**config.mk**
```make
export PLATFORM = sky130hd
export DESIGN_NAME = operating_mode_controller
export DESIGN_NICKNAME = d
export VERILOG_FILES = /design/src/rtl/opmode_pkg.sv /design/src/rtl/operating_mode_controller.sv
export SDC_FILE = /design/constraint.sdc
export NUM_CORES = 1
export LEC_CHECK = 0
export BUFFER_PORTS_ARGS = -buffer_cell sky130_fd_sc_hd__buf_2
export CAP_MARGIN = 10
export CORE_UTILIZATION = 40
export CTS_CLUSTER_DIAMETER = 150
export DETAILED_ROUTE_END_ITERATION = 10
export SLEW_MARGIN = 10
export SYNTH_ARGS = -nofsm -noshare
export SYNTH_HDL_FRONTEND = slang
export SYNTH_SLANG_ARGS = --single-unit
export TNS_END_PERCENT = 1
```
**constraint.sdc**
```tcl
create_clock -name clock_i -period 2.3 [get_ports clock_i]
set_input_delay 0.23 -clock clock_i [delete_from_list [all_inputs] [get_ports clock_i]]
set_output_delay 0.23 -clock clock_i [all_outputs]
set_load 0.03 [all_outputs]
```
**src/rtl/opmode_pkg.sv**
```systemverilog
// Constants, mode codes and carrier types of the operating mode controller
package opmode_pkg;

  localparam int unsigned CLK_PERIOD_NS   = 40;
  localparam int unsigned INIT_TIME_NS    = 50000;
  localparam int unsigned INIT_CYC        = (INIT_TIME_NS + CLK_PERIOD_NS - 1) / CLK_PERIOD_NS;
  localparam int unsigned BLANK_TIME_NS   = 100000;
  localparam int unsigned BLANK_CYC       = (BLANK_TIME_NS + CLK_PERIOD_NS - 1) / CLK_PERIOD_NS;
  localparam int unsigned WD_TIMEOUT_NS   = 1000000;
  localparam int unsigned WD_TIMEOUT_CYC  = WD_TIMEOUT_NS / CLK_PERIOD_NS;

  localparam int unsigned NUM_CH          = 6;
  localparam int unsigned NUM_FAIL_CH     = 4;
  localparam int unsigned NUM_OCW_CH      = 5;
  localparam int unsigned PAGE_W          = 3;
  localparam int unsigned SYNC_STAGES     = 3;

  // Pin vector positions of synchronised inputs
  localparam int unsigned PIN_DIR_LSB     = 0;
  localparam int unsigned PIN_RSTN        = 4;
  localparam int unsigned PIN_LIMP        = 5;
  localparam int unsigned PIN_BAT_OK      = 6;
  localparam int unsigned PIN_VCC_OK      = 7;
  localparam int unsigned NUM_PINS        = 8;

  localparam logic [NUM_PINS-1:0] PIN_RESET_VAL = 8'h00;
  localparam logic [NUM_CH-1:0]   CH_RESET_VAL  = 6'h00;

  typedef enum logic [3:0] {
    MODE_OFF    = 4'h1,
    MODE_SLEEP  = 4'h2,
    MODE_NORMAL = 4'h4,
    MODE_FAIL   = 4'h8
  } mode_t;

  typedef struct packed {
    logic                   write;
    logic                   wd_toggle;
    logic [NUM_CH-1:0]      channel_on_bit;
    logic [NUM_FAIL_CH-1:0] internal_input_sel;
    logic                   stuck;
    logic                   modulo_err;
    logic [PAGE_W-1:0]      status_page_select;
    logic                   quick_status1_read;
  } serial_in_t;

  typedef struct packed {
    logic [NUM_CH-1:0]      overtemp;
    logic [NUM_CH-1:0]      high_overcurrent_detect;
    logic [NUM_CH-1:0]      severe_short;
    logic [NUM_FAIL_CH-1:0] overload;
    logic                   undervoltage;
  } fault_in_t;

endpackage

```
**src/rtl/operating_mode_controller.sv**
```systemverilog
// Operating mode state machine with channel source selection and fail policy
`timescale 1ns/1ps

module operating_mode_controller #(
  parameter int unsigned WD_TIMEOUT = opmode_pkg::WD_TIMEOUT_CYC,
  parameter int unsigned INIT_CYCLES = opmode_pkg::INIT_CYC,
  parameter int unsigned BLANK_CYCLES = opmode_pkg::BLANK_CYC
) (
  input  wire logic                                  clock_i,
  input  wire logic                                  rst_i,
  input  wire logic                                  active_low_reset_input_n_i,
  input  wire logic [opmode_pkg::NUM_FAIL_CH-1:0]    direct_control_inputs_i,
  input  wire logic                                  limp_home_i,
  input  wire logic                                  battery_above_por_i,
  input  wire logic                                  logic_supply_above_por_i,
  input  wire logic [opmode_pkg::NUM_FAIL_CH-1:0]    direct_input_wake_terms_i,
  input  wire opmode_pkg::serial_in_t                serial_i,
  input  wire opmode_pkg::fault_in_t                 fault_i,
  output opmode_pkg::mode_t                          mode_o,
  output logic [opmode_pkg::NUM_CH-1:0]              channel_drive_o,
  output logic [opmode_pkg::NUM_OCW_CH-1:0]          oc_window_start_o,
  output logic                                       low_overcurrent_threshold_o,
  output logic [opmode_pkg::NUM_FAIL_CH-1:0]         autorestart_o,
  output logic [opmode_pkg::NUM_CH-1:0]              latch_off_o,
  output logic                                       current_sense_output_en_o,
  output logic                                       current_sense_sync_en_o,
  output logic                                       serial_write_en_o,
  output logic                                       diag_avail_o,
  output logic [opmode_pkg::PAGE_W-1:0]              status_page_o,
  output logic                                       clear_serial_in_o,
  output logic                                       clear_serial_out_o,
  output logic                                       serial_regs_hold_o,
  output logic                                       fault_blank_o,
  output logic                                       init_done_o,
  output logic                                       serial_fail_o,
  output logic                                       device_status_flag_o,
  output logic                                       register_clear_flag_o
);
  import opmode_pkg::*;

  if (WD_TIMEOUT < 2 || INIT_CYCLES < 1 || BLANK_CYCLES < 1) begin : g_chk
    $error("operating_mode_controller: timing counts too small");
  end

  // Pin synchronisers, three stages; change accepted when stages two and three agree
  logic [NUM_PINS-1:0] pins;
  logic [NUM_PINS-1:0] s1_ff;
  logic [NUM_PINS-1:0] s2_ff;
  logic [NUM_PINS-1:0] s3_ff;
  logic [NUM_PINS-1:0] pin_ff;

  assign pins = {logic_supply_above_por_i, battery_above_por_i, limp_home_i,
                 active_low_reset_input_n_i, direct_control_inputs_i};

  for (genvar i = 0; i < NUM_PINS; i++) begin : g_sync
    always_ff @(posedge clock_i) begin
      if (rst_i) begin
        s1_ff[i]  <= PIN_RESET_VAL[i];
        s2_ff[i]  <= PIN_RESET_VAL[i];
        s3_ff[i]  <= PIN_RESET_VAL[i];
        pin_ff[i] <= PIN_RESET_VAL[i];
      end else begin
        s1_ff[i] <= pins[i];
        s2_ff[i] <= s1_ff[i];
        s3_ff[i] <= s2_ff[i];
        if (s2_ff[i] == s3_ff[i]) begin
          pin_ff[i] <= s3_ff[i];
        end
      end
    end
  end

  logic [NUM_FAIL_CH-1:0] dir_in;
  logic                   rstn_pin;
  logic                   limp;
  logic                   supply_ok;
  logic                   wake;
  logic                   fail;

  assign dir_in    = pin_ff[PIN_DIR_LSB +: NUM_FAIL_CH];
  assign rstn_pin  = pin_ff[PIN_RSTN];
  assign limp      = pin_ff[PIN_LIMP];
  assign supply_ok = pin_ff[PIN_BAT_OK] | pin_ff[PIN_VCC_OK];
  assign wake      = (|direct_input_wake_terms_i) | rstn_pin;

  // Wake-up event: any rise of wake or of the reset pin
  logic wake_q_ff;
  logic rstn_q_ff;
  logic wake_evt;

  always_ff @(posedge clock_i) begin
    if (rst_i) begin
      wake_q_ff <= 1'b0;
      rstn_q_ff <= 1'b0;
    end else begin
      wake_q_ff <= wake;
      rstn_q_ff <= rstn_pin;
    end
  end

  assign wake_evt = (wake & ~wake_q_ff) | (rstn_pin & ~rstn_q_ff);

  // Mode machine
  mode_t mode_ff;
  mode_t nxt_mode;
  logic  serial_fail_ff;
  logic  recover_ok;
  logic  init_done;
  logic  to_fail;
  logic  to_normal;

  assign fail = serial_fail_ff | limp;

  always_comb begin
    nxt_mode = mode_ff;
    if (!supply_ok) begin
      nxt_mode = MODE_OFF;
    end else begin
      case (mode_ff)
        MODE_OFF: begin
          nxt_mode = MODE_SLEEP;
        end
        MODE_SLEEP: begin
          if (wake) begin
            // Wake-up clears the serial failure flag, so a stale one must not count
            nxt_mode = (limp || (serial_fail_ff && !wake_evt)) ? MODE_FAIL : MODE_NORMAL;
          end
        end
        MODE_NORMAL: begin
          if (!wake) begin
            nxt_mode = MODE_SLEEP;
          end else if (fail) begin
            nxt_mode = MODE_FAIL;
          end
        end
        MODE_FAIL: begin
          if (!wake) begin
            nxt_mode = MODE_SLEEP;
          end else if (recover_ok && !limp) begin
            nxt_mode = MODE_NORMAL;
          end
        end
        default: begin
          nxt_mode = MODE_OFF;
        end
      endcase
    end
  end

  always_ff @(posedge clock_i) begin
    if (rst_i) begin
      mode_ff <= MODE_OFF;
    end else begin
      mode_ff <= nxt_mode;
    end
  end

  assign to_fail   = (mode_ff == MODE_NORMAL) && (nxt_mode == MODE_FAIL);
  assign to_normal = (mode_ff == MODE_FAIL) && (nxt_mode == MODE_NORMAL);

  // Initialisation and fault blanking timers, restarted on every wake-up
  logic [31:0] init_cnt_ff;
  logic [31:0] blank_cnt_ff;

  always_ff @(posedge clock_i) begin
    if (rst_i || wake_evt) begin
      init_cnt_ff <= INIT_CYCLES;
    end else if (init_cnt_ff != 32'h0000_0000) begin
      init_cnt_ff <= init_cnt_ff - 32'h0000_0001;
    end
  end

  always_ff @(posedge clock_i) begin
    if (rst_i || wake_evt) begin
      blank_cnt_ff <= BLANK_CYCLES;
    end else if (blank_cnt_ff != 32'h0000_0000) begin
      blank_cnt_ff <= blank_cnt_ff - 32'h0000_0001;
    end
  end

  assign init_done = (init_cnt_ff == 32'h0000_0000);

  // Watchdog: each write must invert the toggle bit; silence beyond timeout fails
  logic [31:0] wd_cnt_ff;
  logic        wd_last_ff;
  logic        wd_timeout;
  logic        wd_seq_err;
  logic        wd_active;
  logic        rec_stage_ff;
  logic        rec_done_ff;

  assign wd_active  = (mode_ff == MODE_NORMAL) && init_done;
  assign wd_timeout = (wd_cnt_ff >= WD_TIMEOUT);
  assign wd_seq_err = serial_i.write && (serial_i.wd_toggle == wd_last_ff);

  always_ff @(posedge clock_i) begin
    if (rst_i || wake_evt || to_normal) begin
      wd_cnt_ff  <= 32'h0000_0000;
      wd_last_ff <= 1'b1;
    end else if (serial_i.write) begin
      wd_cnt_ff  <= 32'h0000_0000;
      wd_last_ff <= serial_i.wd_toggle;
    end else if (!wd_timeout) begin
      wd_cnt_ff <= wd_cnt_ff + 32'h0000_0001;
    end
  end

  // Recovery: toggle 0 write, then toggle 1 write before the watchdog expires
  always_ff @(posedge clock_i) begin
    if (rst_i || mode_ff != MODE_FAIL) begin
      rec_stage_ff <= 1'b0;
      rec_done_ff  <= 1'b0;
    end else if (serial_i.write) begin
      rec_stage_ff <= ~serial_i.wd_toggle;
      rec_done_ff  <= rec_stage_ff && serial_i.wd_toggle && !wd_timeout;
    end else if (wd_timeout) begin
      rec_stage_ff <= 1'b0;
    end
  end

  assign recover_ok = rec_done_ff;

  // Serial failure flag; a new failure in the cycle of a clear still wins
  logic sf_set;
  logic sf_clr;

  assign sf_set = wd_active &&
                  (wd_timeout || wd_seq_err || serial_i.stuck || serial_i.modulo_err);
  assign sf_clr = wake_evt || to_normal;

  always_ff @(posedge clock_i) begin
    if (rst_i) begin
      serial_fail_ff <= 1'b0;
    end else begin
      serial_fail_ff <= sf_set | (serial_fail_ff & ~sf_clr);
    end
  end

  // Diagnosis kept in fail mode entered from normal mode unless a stuck serial line is signalled there, whatever the failure cause
  logic diag_ff;

  always_ff @(posedge clock_i) begin
    if (rst_i) begin
      diag_ff <= 1'b0;
    end else if (mode_ff != MODE_FAIL) begin
      diag_ff <= (mode_ff == MODE_NORMAL);
    end else if (serial_i.stuck) begin
      diag_ff <= 1'b0;
    end
  end

  // Latch-off of outputs on severe faults in fail mode, held until next wake-up or reset pin low outside fail mode
  logic [NUM_CH-1:0] latch_ff;
  logic [NUM_CH-1:0] severe;
  logic              blanking;

  assign blanking = (blank_cnt_ff != 32'h0000_0000);
  assign severe   = fault_i.overtemp | fault_i.high_overcurrent_detect | fault_i.severe_short;

  always_ff @(posedge clock_i) begin
    if (rst_i || wake_evt || !rstn_pin && mode_ff != MODE_FAIL) begin
      latch_ff <= CH_RESET_VAL;
    end else if (mode_ff == MODE_FAIL && !blanking) begin
      latch_ff <= latch_ff | severe;
    end
  end

  // Channel source selection
  logic [NUM_CH-1:0]      nxt_drive;
  logic [NUM_CH-1:0]      drive_ff;
  logic [NUM_OCW_CH-1:0]  ocw_src;
  logic [NUM_OCW_CH-1:0]  ocw_q_ff;

  always_comb begin
    nxt_drive = CH_RESET_VAL;
    ocw_src   = drive_ff[NUM_OCW_CH-1:0];
    if (mode_ff == MODE_NORMAL && init_done) begin
      for (int c = 0; c < NUM_CH; c++) begin
        if (c < NUM_FAIL_CH && serial_i.internal_input_sel[c]) begin
          nxt_drive[c] = dir_in[c];
        end else begin
          nxt_drive[c] = serial_i.channel_on_bit[c];
        end
      end
    end else if (mode_ff == MODE_FAIL) begin
      nxt_drive[NUM_FAIL_CH-1:0] = dir_in & ~latch_ff[NUM_FAIL_CH-1:0];
      ocw_src[NUM_FAIL_CH-1:0]   = direct_input_wake_terms_i;
    end
  end

  always_ff @(posedge clock_i) begin
    if (rst_i) begin
      drive_ff <= CH_RESET_VAL;
      ocw_q_ff <= '0;
    end else begin
      drive_ff <= nxt_drive;
      ocw_q_ff <= ocw_src;
    end
  end

  // Registered outputs
  logic in_fail;
  logic in_normal;

  assign in_fail   = (mode_ff == MODE_FAIL);
  assign in_normal = (mode_ff == MODE_NORMAL);

  always_ff @(posedge clock_i) begin
    if (rst_i) begin
      mode_o                      <= MODE_OFF;
      channel_drive_o             <= CH_RESET_VAL;
      oc_window_start_o           <= '0;
      low_overcurrent_threshold_o <= 1'b0;
      autorestart_o               <= '0;
      latch_off_o                 <= CH_RESET_VAL;
      current_sense_output_en_o   <= 1'b0;
      current_sense_sync_en_o     <= 1'b0;
      serial_write_en_o           <= 1'b0;
      diag_avail_o                <= 1'b0;
      status_page_o               <= '0;
      fault_blank_o               <= 1'b0;
      init_done_o                 <= 1'b0;
      serial_fail_o               <= 1'b0;
      serial_regs_hold_o          <= 1'b1;
    end else begin
      mode_o                      <= mode_ff;
      channel_drive_o             <= drive_ff;
      oc_window_start_o           <= ocw_src & ~ocw_q_ff;
      low_overcurrent_threshold_o <= in_fail;
      autorestart_o               <= {NUM_FAIL_CH{in_fail}} &
                                     (fault_i.overload | {NUM_FAIL_CH{fault_i.undervoltage}});
      latch_off_o                 <= latch_ff;
      current_sense_output_en_o   <= in_normal && init_done;
      current_sense_sync_en_o     <= in_normal && init_done;
      serial_write_en_o           <= in_normal && init_done && rstn_pin;
      diag_avail_o                <= diag_ff && (in_normal || in_fail);
      status_page_o               <= serial_i.status_page_select;
      fault_blank_o               <= blanking;
      init_done_o                 <= init_done;
      serial_fail_o               <= serial_fail_ff;
      serial_regs_hold_o          <= ~rstn_pin;
    end
  end

  // Register clear strobes and status flags
  always_ff @(posedge clock_i) begin
    if (rst_i) begin
      clear_serial_in_o  <= 1'b0;
      clear_serial_out_o <= 1'b0;
    end else begin
      clear_serial_in_o  <= wake_evt | to_fail | to_normal;
      clear_serial_out_o <= wake_evt | to_normal;
    end
  end

  always_ff @(posedge clock_i) begin
    if (rst_i) begin
      device_status_flag_o <= 1'b0;
    end else if (to_normal) begin
      device_status_flag_o <= 1'b1;
    end else if (wake_evt) begin
      device_status_flag_o <= 1'b0;
    end
  end

  always_ff @(posedge clock_i) begin
    if (rst_i) begin
      register_clear_flag_o <= 1'b0;
    end else if (to_normal) begin
      register_clear_flag_o <= 1'b1;
    end else if (wake_evt || serial_i.quick_status1_read) begin
      register_clear_flag_o <= 1'b0;
    end
  end

endmodule

```
* Yosys cells after proc, flatten, opt, wreduce, memory -nomap -nowiden *
Cells that the tools add are included.

word-level totals
  register bits = 196
  input bits = 55

cells by class
  add/sub/neg operators = 3
  order comparisons = 1
  equal/unequal tests = 16
  multiplexer cells = 24
  bitwise logic cells = 26
  reductions and logical operators = 39

operator list
  kind                                                                                    number
  32-bit nonzero test                                                                     2
  32-bit by 1-bit subtractor with 32-bit output (second input constant)                   2
  4-bit 2-to-1 mux                                                                        11
  32-bit by 1-bit adder with 32-bit output (second input constant)                        1
  32-bit by 15-bit greater-or-equal comparator with 1-bit output (second input constant)  1
  32-bit zero test                                                                        1
  6-bit OR                                                                                3
  4-bit one-hot mux with 4 select lines                                                   1
  1-bit logical AND                                                                       13
  1-bit 2-to-1 mux                                                                        12
  1-bit logical OR                                                                        11
  1-bit equality test                                                                     9
  4-bit AND                                                                               2
  4-bit by 3-bit equality test with 1-bit output (second input constant)                  2
  4-bit equality test (second input constant)                                             2
  1-bit OR                                                                                8
  2-bit nonzero test                                                                      4
  1-bit inverter                                                                          6
  5-bit AND                                                                               1
  1-bit zero test                                                                         5
  5-bit inverter                                                                          1
  4-bit by 1-bit equality test with 1-bit output (second input constant)                  1
  4-bit by 2-bit equality test with 1-bit output (second input constant)                  1
  4-bit inequality test (second input constant)                                           1
  other kinds (5)                                                                         8

* Logic depth before layout (Yosys ltp) *
  word-level depth = 17
  mapped depth = 10
  gate-level depth less buffers = 9

* Worst setup path before layout *
OpenSTA, ideal clock, no wires.

  path kind = register to register
  from = register init_cnt_ff[0]
  to = register init_cnt_ff[28]
  setup time = 128 ps
  arrival time = 2227 ps
  required time = 2172 ps
  path slack = -54 ps
  cell stages (with the launch flop) = 9
  cells stage by stage = dfxtp_1 -> inv_1 -> ha_1 -> or3b_2 -> or2_4 -> or2_2 -> or4b_1 -> xor2_1 -> nor2_1

between the ends
  word-level cells in the longest chain between the ends = 1
  elaborated cells between the ends (all ways) = 2

ends and longest elaborated chain
  what                                                                                         line                                                                RTL
  start, declared                                                                              operating_mode_controller.sv:162                                    logic [31:0] init_cnt_ff;
  start signal, assigned                                                                       operating_mode_controller.sv:169                                    init_cnt_ff <= init_cnt_ff - 32'h0000_0001;
  32-bit by 1-bit subtractor with 32-bit output / 32-bit nonzero test (equally long branches)  operating_mode_controller.sv:169, operating_mode_controller.sv:168

Several ways; a longest one is shown, not always the timed one.
A chain may end at the register's enable or synchronous reset.

* Final worst setup path *
  from = register init_cnt_ff[0]
  to = register init_cnt_ff[14]

The elaborated chain is that of the path after synthesis.

==> results.cfg <==
[outcome]
status = completed

[layout]
instances_no_fill = 1179
area.sequential_um2 = 3910
final_cell_area_um2 = 9200
fin_nets = 996
layout_common_cells = 194 x dfxtp_1, 99 x nor2_1, 95 x buf_2
nFillCells = 1682
areaGrowthSynthToFinish_pct = 25.7
layout_commonest_cell = dfxtp_1
layout-drive-gt1-share_pct = 23.3
multiInputGateArea_um2 = 3300
antenna_cells = 0

[sta]
finalHoldViolations = 0
maxSlewHeadroom_pct = 64.5
fmax_ghz = 0.439
tightest_slew_ns = 0.528
setup_tns_ns = 0
grt_setup_unrepaired = true
report.final.slew_viol_count = 0
min_period_ns = 2.28
fin_crit_sh_pct = 99.1
setup_violations = 0
skew_ns = 0.0108

[routing]
ant_nets = 0
firstDrtPassIters = 5
wirelength_mm = 15.4
viasPerCell = 4.93
drc = 0
wl_per_cell_um = 13.0
drtIter0Drc = 293
vias = 5807

[worst_setup_path]
worstPathMaxFanout = 8
cp_num_cells = 10
critPathSlowestCell = or3b_4
r2r_cells = 10
cp.arrival_ns = 2.57
startpoint_type = flip-flop
path_cells = inv_2, ha_2, or3b_4, or2_4, buf_4, o21bai_1, buf_4, or3_1, xor2_1, nor2_1
critPathCapture = init_cnt_ff[14]$_SDFFE_PP0N_
endpoint_kind = flip-flop
crit_type = reg -> reg
critPathBufInv = 3
cpLargestDelayFamily = simple AND/OR/NAND/NOR gates
cpMostUsedCell = buf_4
crit_required_ns = 2.59
r2r_end = init_cnt_ff[14]$_SDFFE_PP0N_
r2r_slack_ns = 0.02
crit_start = init_cnt_ff[0]$_SDFFE_PP0N_
r2r-start = init_cnt_ff[0]$_SDFFE_PP0N_
cpPeakStageDelay_ns = 0.37

[logic_synthesis]
ys_types = 54
synth-seq-cells = 195
ys_warn_count = 0
syn_area_um2 = 7320
synth_nets = 844
synthFlopType = dfxtp_1
synth_seq_area_share_pct = 53.3
netlist_instances = 785
syn_area_per_cell_um2 = 9.32
synthArstFlopShare_pct = 0
synth_edf_count = 0

[power]
power.density_nw_per_um2 = 735
p_leak_nw = 3.60
p_clk_share_pct = 45.2
power_frac_seq_pct = 50.7
comb_power_share_pct = 4.1
p_sw_mw = 1.47
intPower_mw = 5.29
ir_drop_v = 0.000556
netSwitchingFraction_pct = 21.8

[cts]
clk_pin_slew_ns = 0.07
insertion_delay_ns = 0.42
clock_sinks = 195
cts_inserted_buffers = 17
htree_levels = 4
post-cts-setup-buffers = 0
cts_tree = yes
cts-root-buf = clkbuf_16
clk_path_buf_depth = 2

[floorplanning]
num_rows = 49
coreArea_um2 = 18000
start_util_pct = 40.7
io_pins = 96
die_h_um = 137
die-area_um2 = 18800
fp.dieW_um = 137

[hold_path]
holdPathStages = 2
min_path_type = in -> reg

[global_routing]
grt_overflow_total = 0
grt_max_degree = 44
grt_pass1_wl_mm = 24.8
grt_pass1_vias = 5081
antenna_found_initial = 0
grt.total_usage_pct = 16.8

[placed_design]
hpwlAfterDp_mm = 10.7
dp.cells = 1138
port_buffers = 95
placed_cell_area_um2 = 8410
place.gp.congestion = 0.784

[job]
maxCapViolations = 0
[power groups by stage]
stage,sequential [mW],combinational [mW],clock (mW)
2_1_floorplan,3.52,0.129,0
3_3_place_gp,3.51,0.262,0
3_5_place_dp,3.51,0.264,0
4_1_cts,3.43,0.275,3.13
5_1_grt,3.44,0.309,3.27
6_report,3.43,0.277,3.06
[kinds of logic (layout without fill, tap and decap cells)]
kind of cell / Yosys count / in the layout / synth area share [%]
buffers and inverters: 47 / 212 / 2.67
adders and majority gates: 4 / 4 / 0.684
muxes: 5 / 5 / 0.684
xor gates and xnor gates: 54 / 54 / 6.46
AOI/OAI and AO/OA: 97 / 97 / 7.62
DFF: 195 / 195 / 53.3
and+or+nand+nor: 383 / 383 / 28.5
[worst min-delay path by stage]
stage	slack [ns]	from	endpoint
2_1_floorplan	0.35	fault_i[1]	autorestart_o[0]$_SDFF_PP0_
3_3_place_gp	0.38	ocw_q_ff[3]$_SDFF_PP0_	oc_window_start_o[3]$_SDFF_PP0_
3_5_place_dp	0.38	ocw_q_ff[1]$_SDFF_PP0_	oc_window_start_o[1]$_SDFF_PP0_
4_1_cts	0.001	logic_supply_above_por_i	s1_ff[7]$_SDFF_PP0_
5_1_grt	0.02	limp_home_i	s1_ff[5]$_SDFF_PP0_
6_report	0.02	direct_control_inputs_i[3]	s1_ff[3]$_SDFF_PP0_
[routing by layer]
layer | up-vias | global-route usage, % | share of wire, %
met3 | 11 | 4.23 | 3.4
met4 | 0 | 3.66 | 0.90
li1 | 3026 | - | -
met1 | 2688 | 24.4 | 51
met2 | 82 | 25.0 | 45
met5 | - | 0 | 0
[final cells by class]
type / instances / share of cell area [%]
Tap cell: 229 / 3.11
Sequential cell: 195 / 42.4
Timing Repair Buffer: 165 / 11.1
Clock buffer: 21 / 5.22
Inverter: 15 / 0.694
Multi-Input combinational cell: 543 / 35.9
Clock inverter: 11 / 1.52
[flip-flops by register name, indices dropped and copies added (netlist names), 5 cells and up]
signal and cells:
wd_cnt_ff 32, s1_ff 8, oc_window_start_o 5, latch_ff 6, init_cnt_ff 32, blank_cnt_ff 32, channel_drive_o 6, latch_off_o 6
drive_ff 6, s3_ff 8, s2_ff 8
[synthesized netlist by cell type (25+ instances only)]
cell type | instances | area [µm²]
dfxtp_1 | 195 | 3900
nand3_1 | 27 | 135
o21ai_0 | 26 | 130
nor2b_1 | 45 | 282
nor3_1 | 28 | 140
clkbuf_1 | 25 | 93.8
nand2_1 | 35 | 131
a21oi_1 | 43 | 215
nor4_1 | 28 | 175
xnor2_1 | 36 | 315
nor2_1 | 99 | 372
or3_1 | 27 | 169
[per-stage QoR]
step | worst slack (ns) | hold WS (ns) | util (%) | power, mW
3_5_place_dp | -0.0598 | 0.381 | 46.8 | 3.77
3_3_place_gp | -0.0399 | 0.380 | 46.8 | 3.77
4_1_cts | 0.00604 | 0.00122 | 50.7 | 6.84
5_1_grt | -0.102 | 0.0165 | 51.2 | 7.02
6_report | 0.0206 | 0.0176 | 51.2 | 6.76
2_1_floorplan | -0.0393 | 0.346 | - | 3.65
[timing repair]
item	CTS	global route
gates cloned	0	1
pin swaps	0	1
setup endpoints to repair	8	39
hold buffers	8	0
gates resized for setup	4	21
hold endpoints to repair	8	0
(Power assumes the default switching activity.)
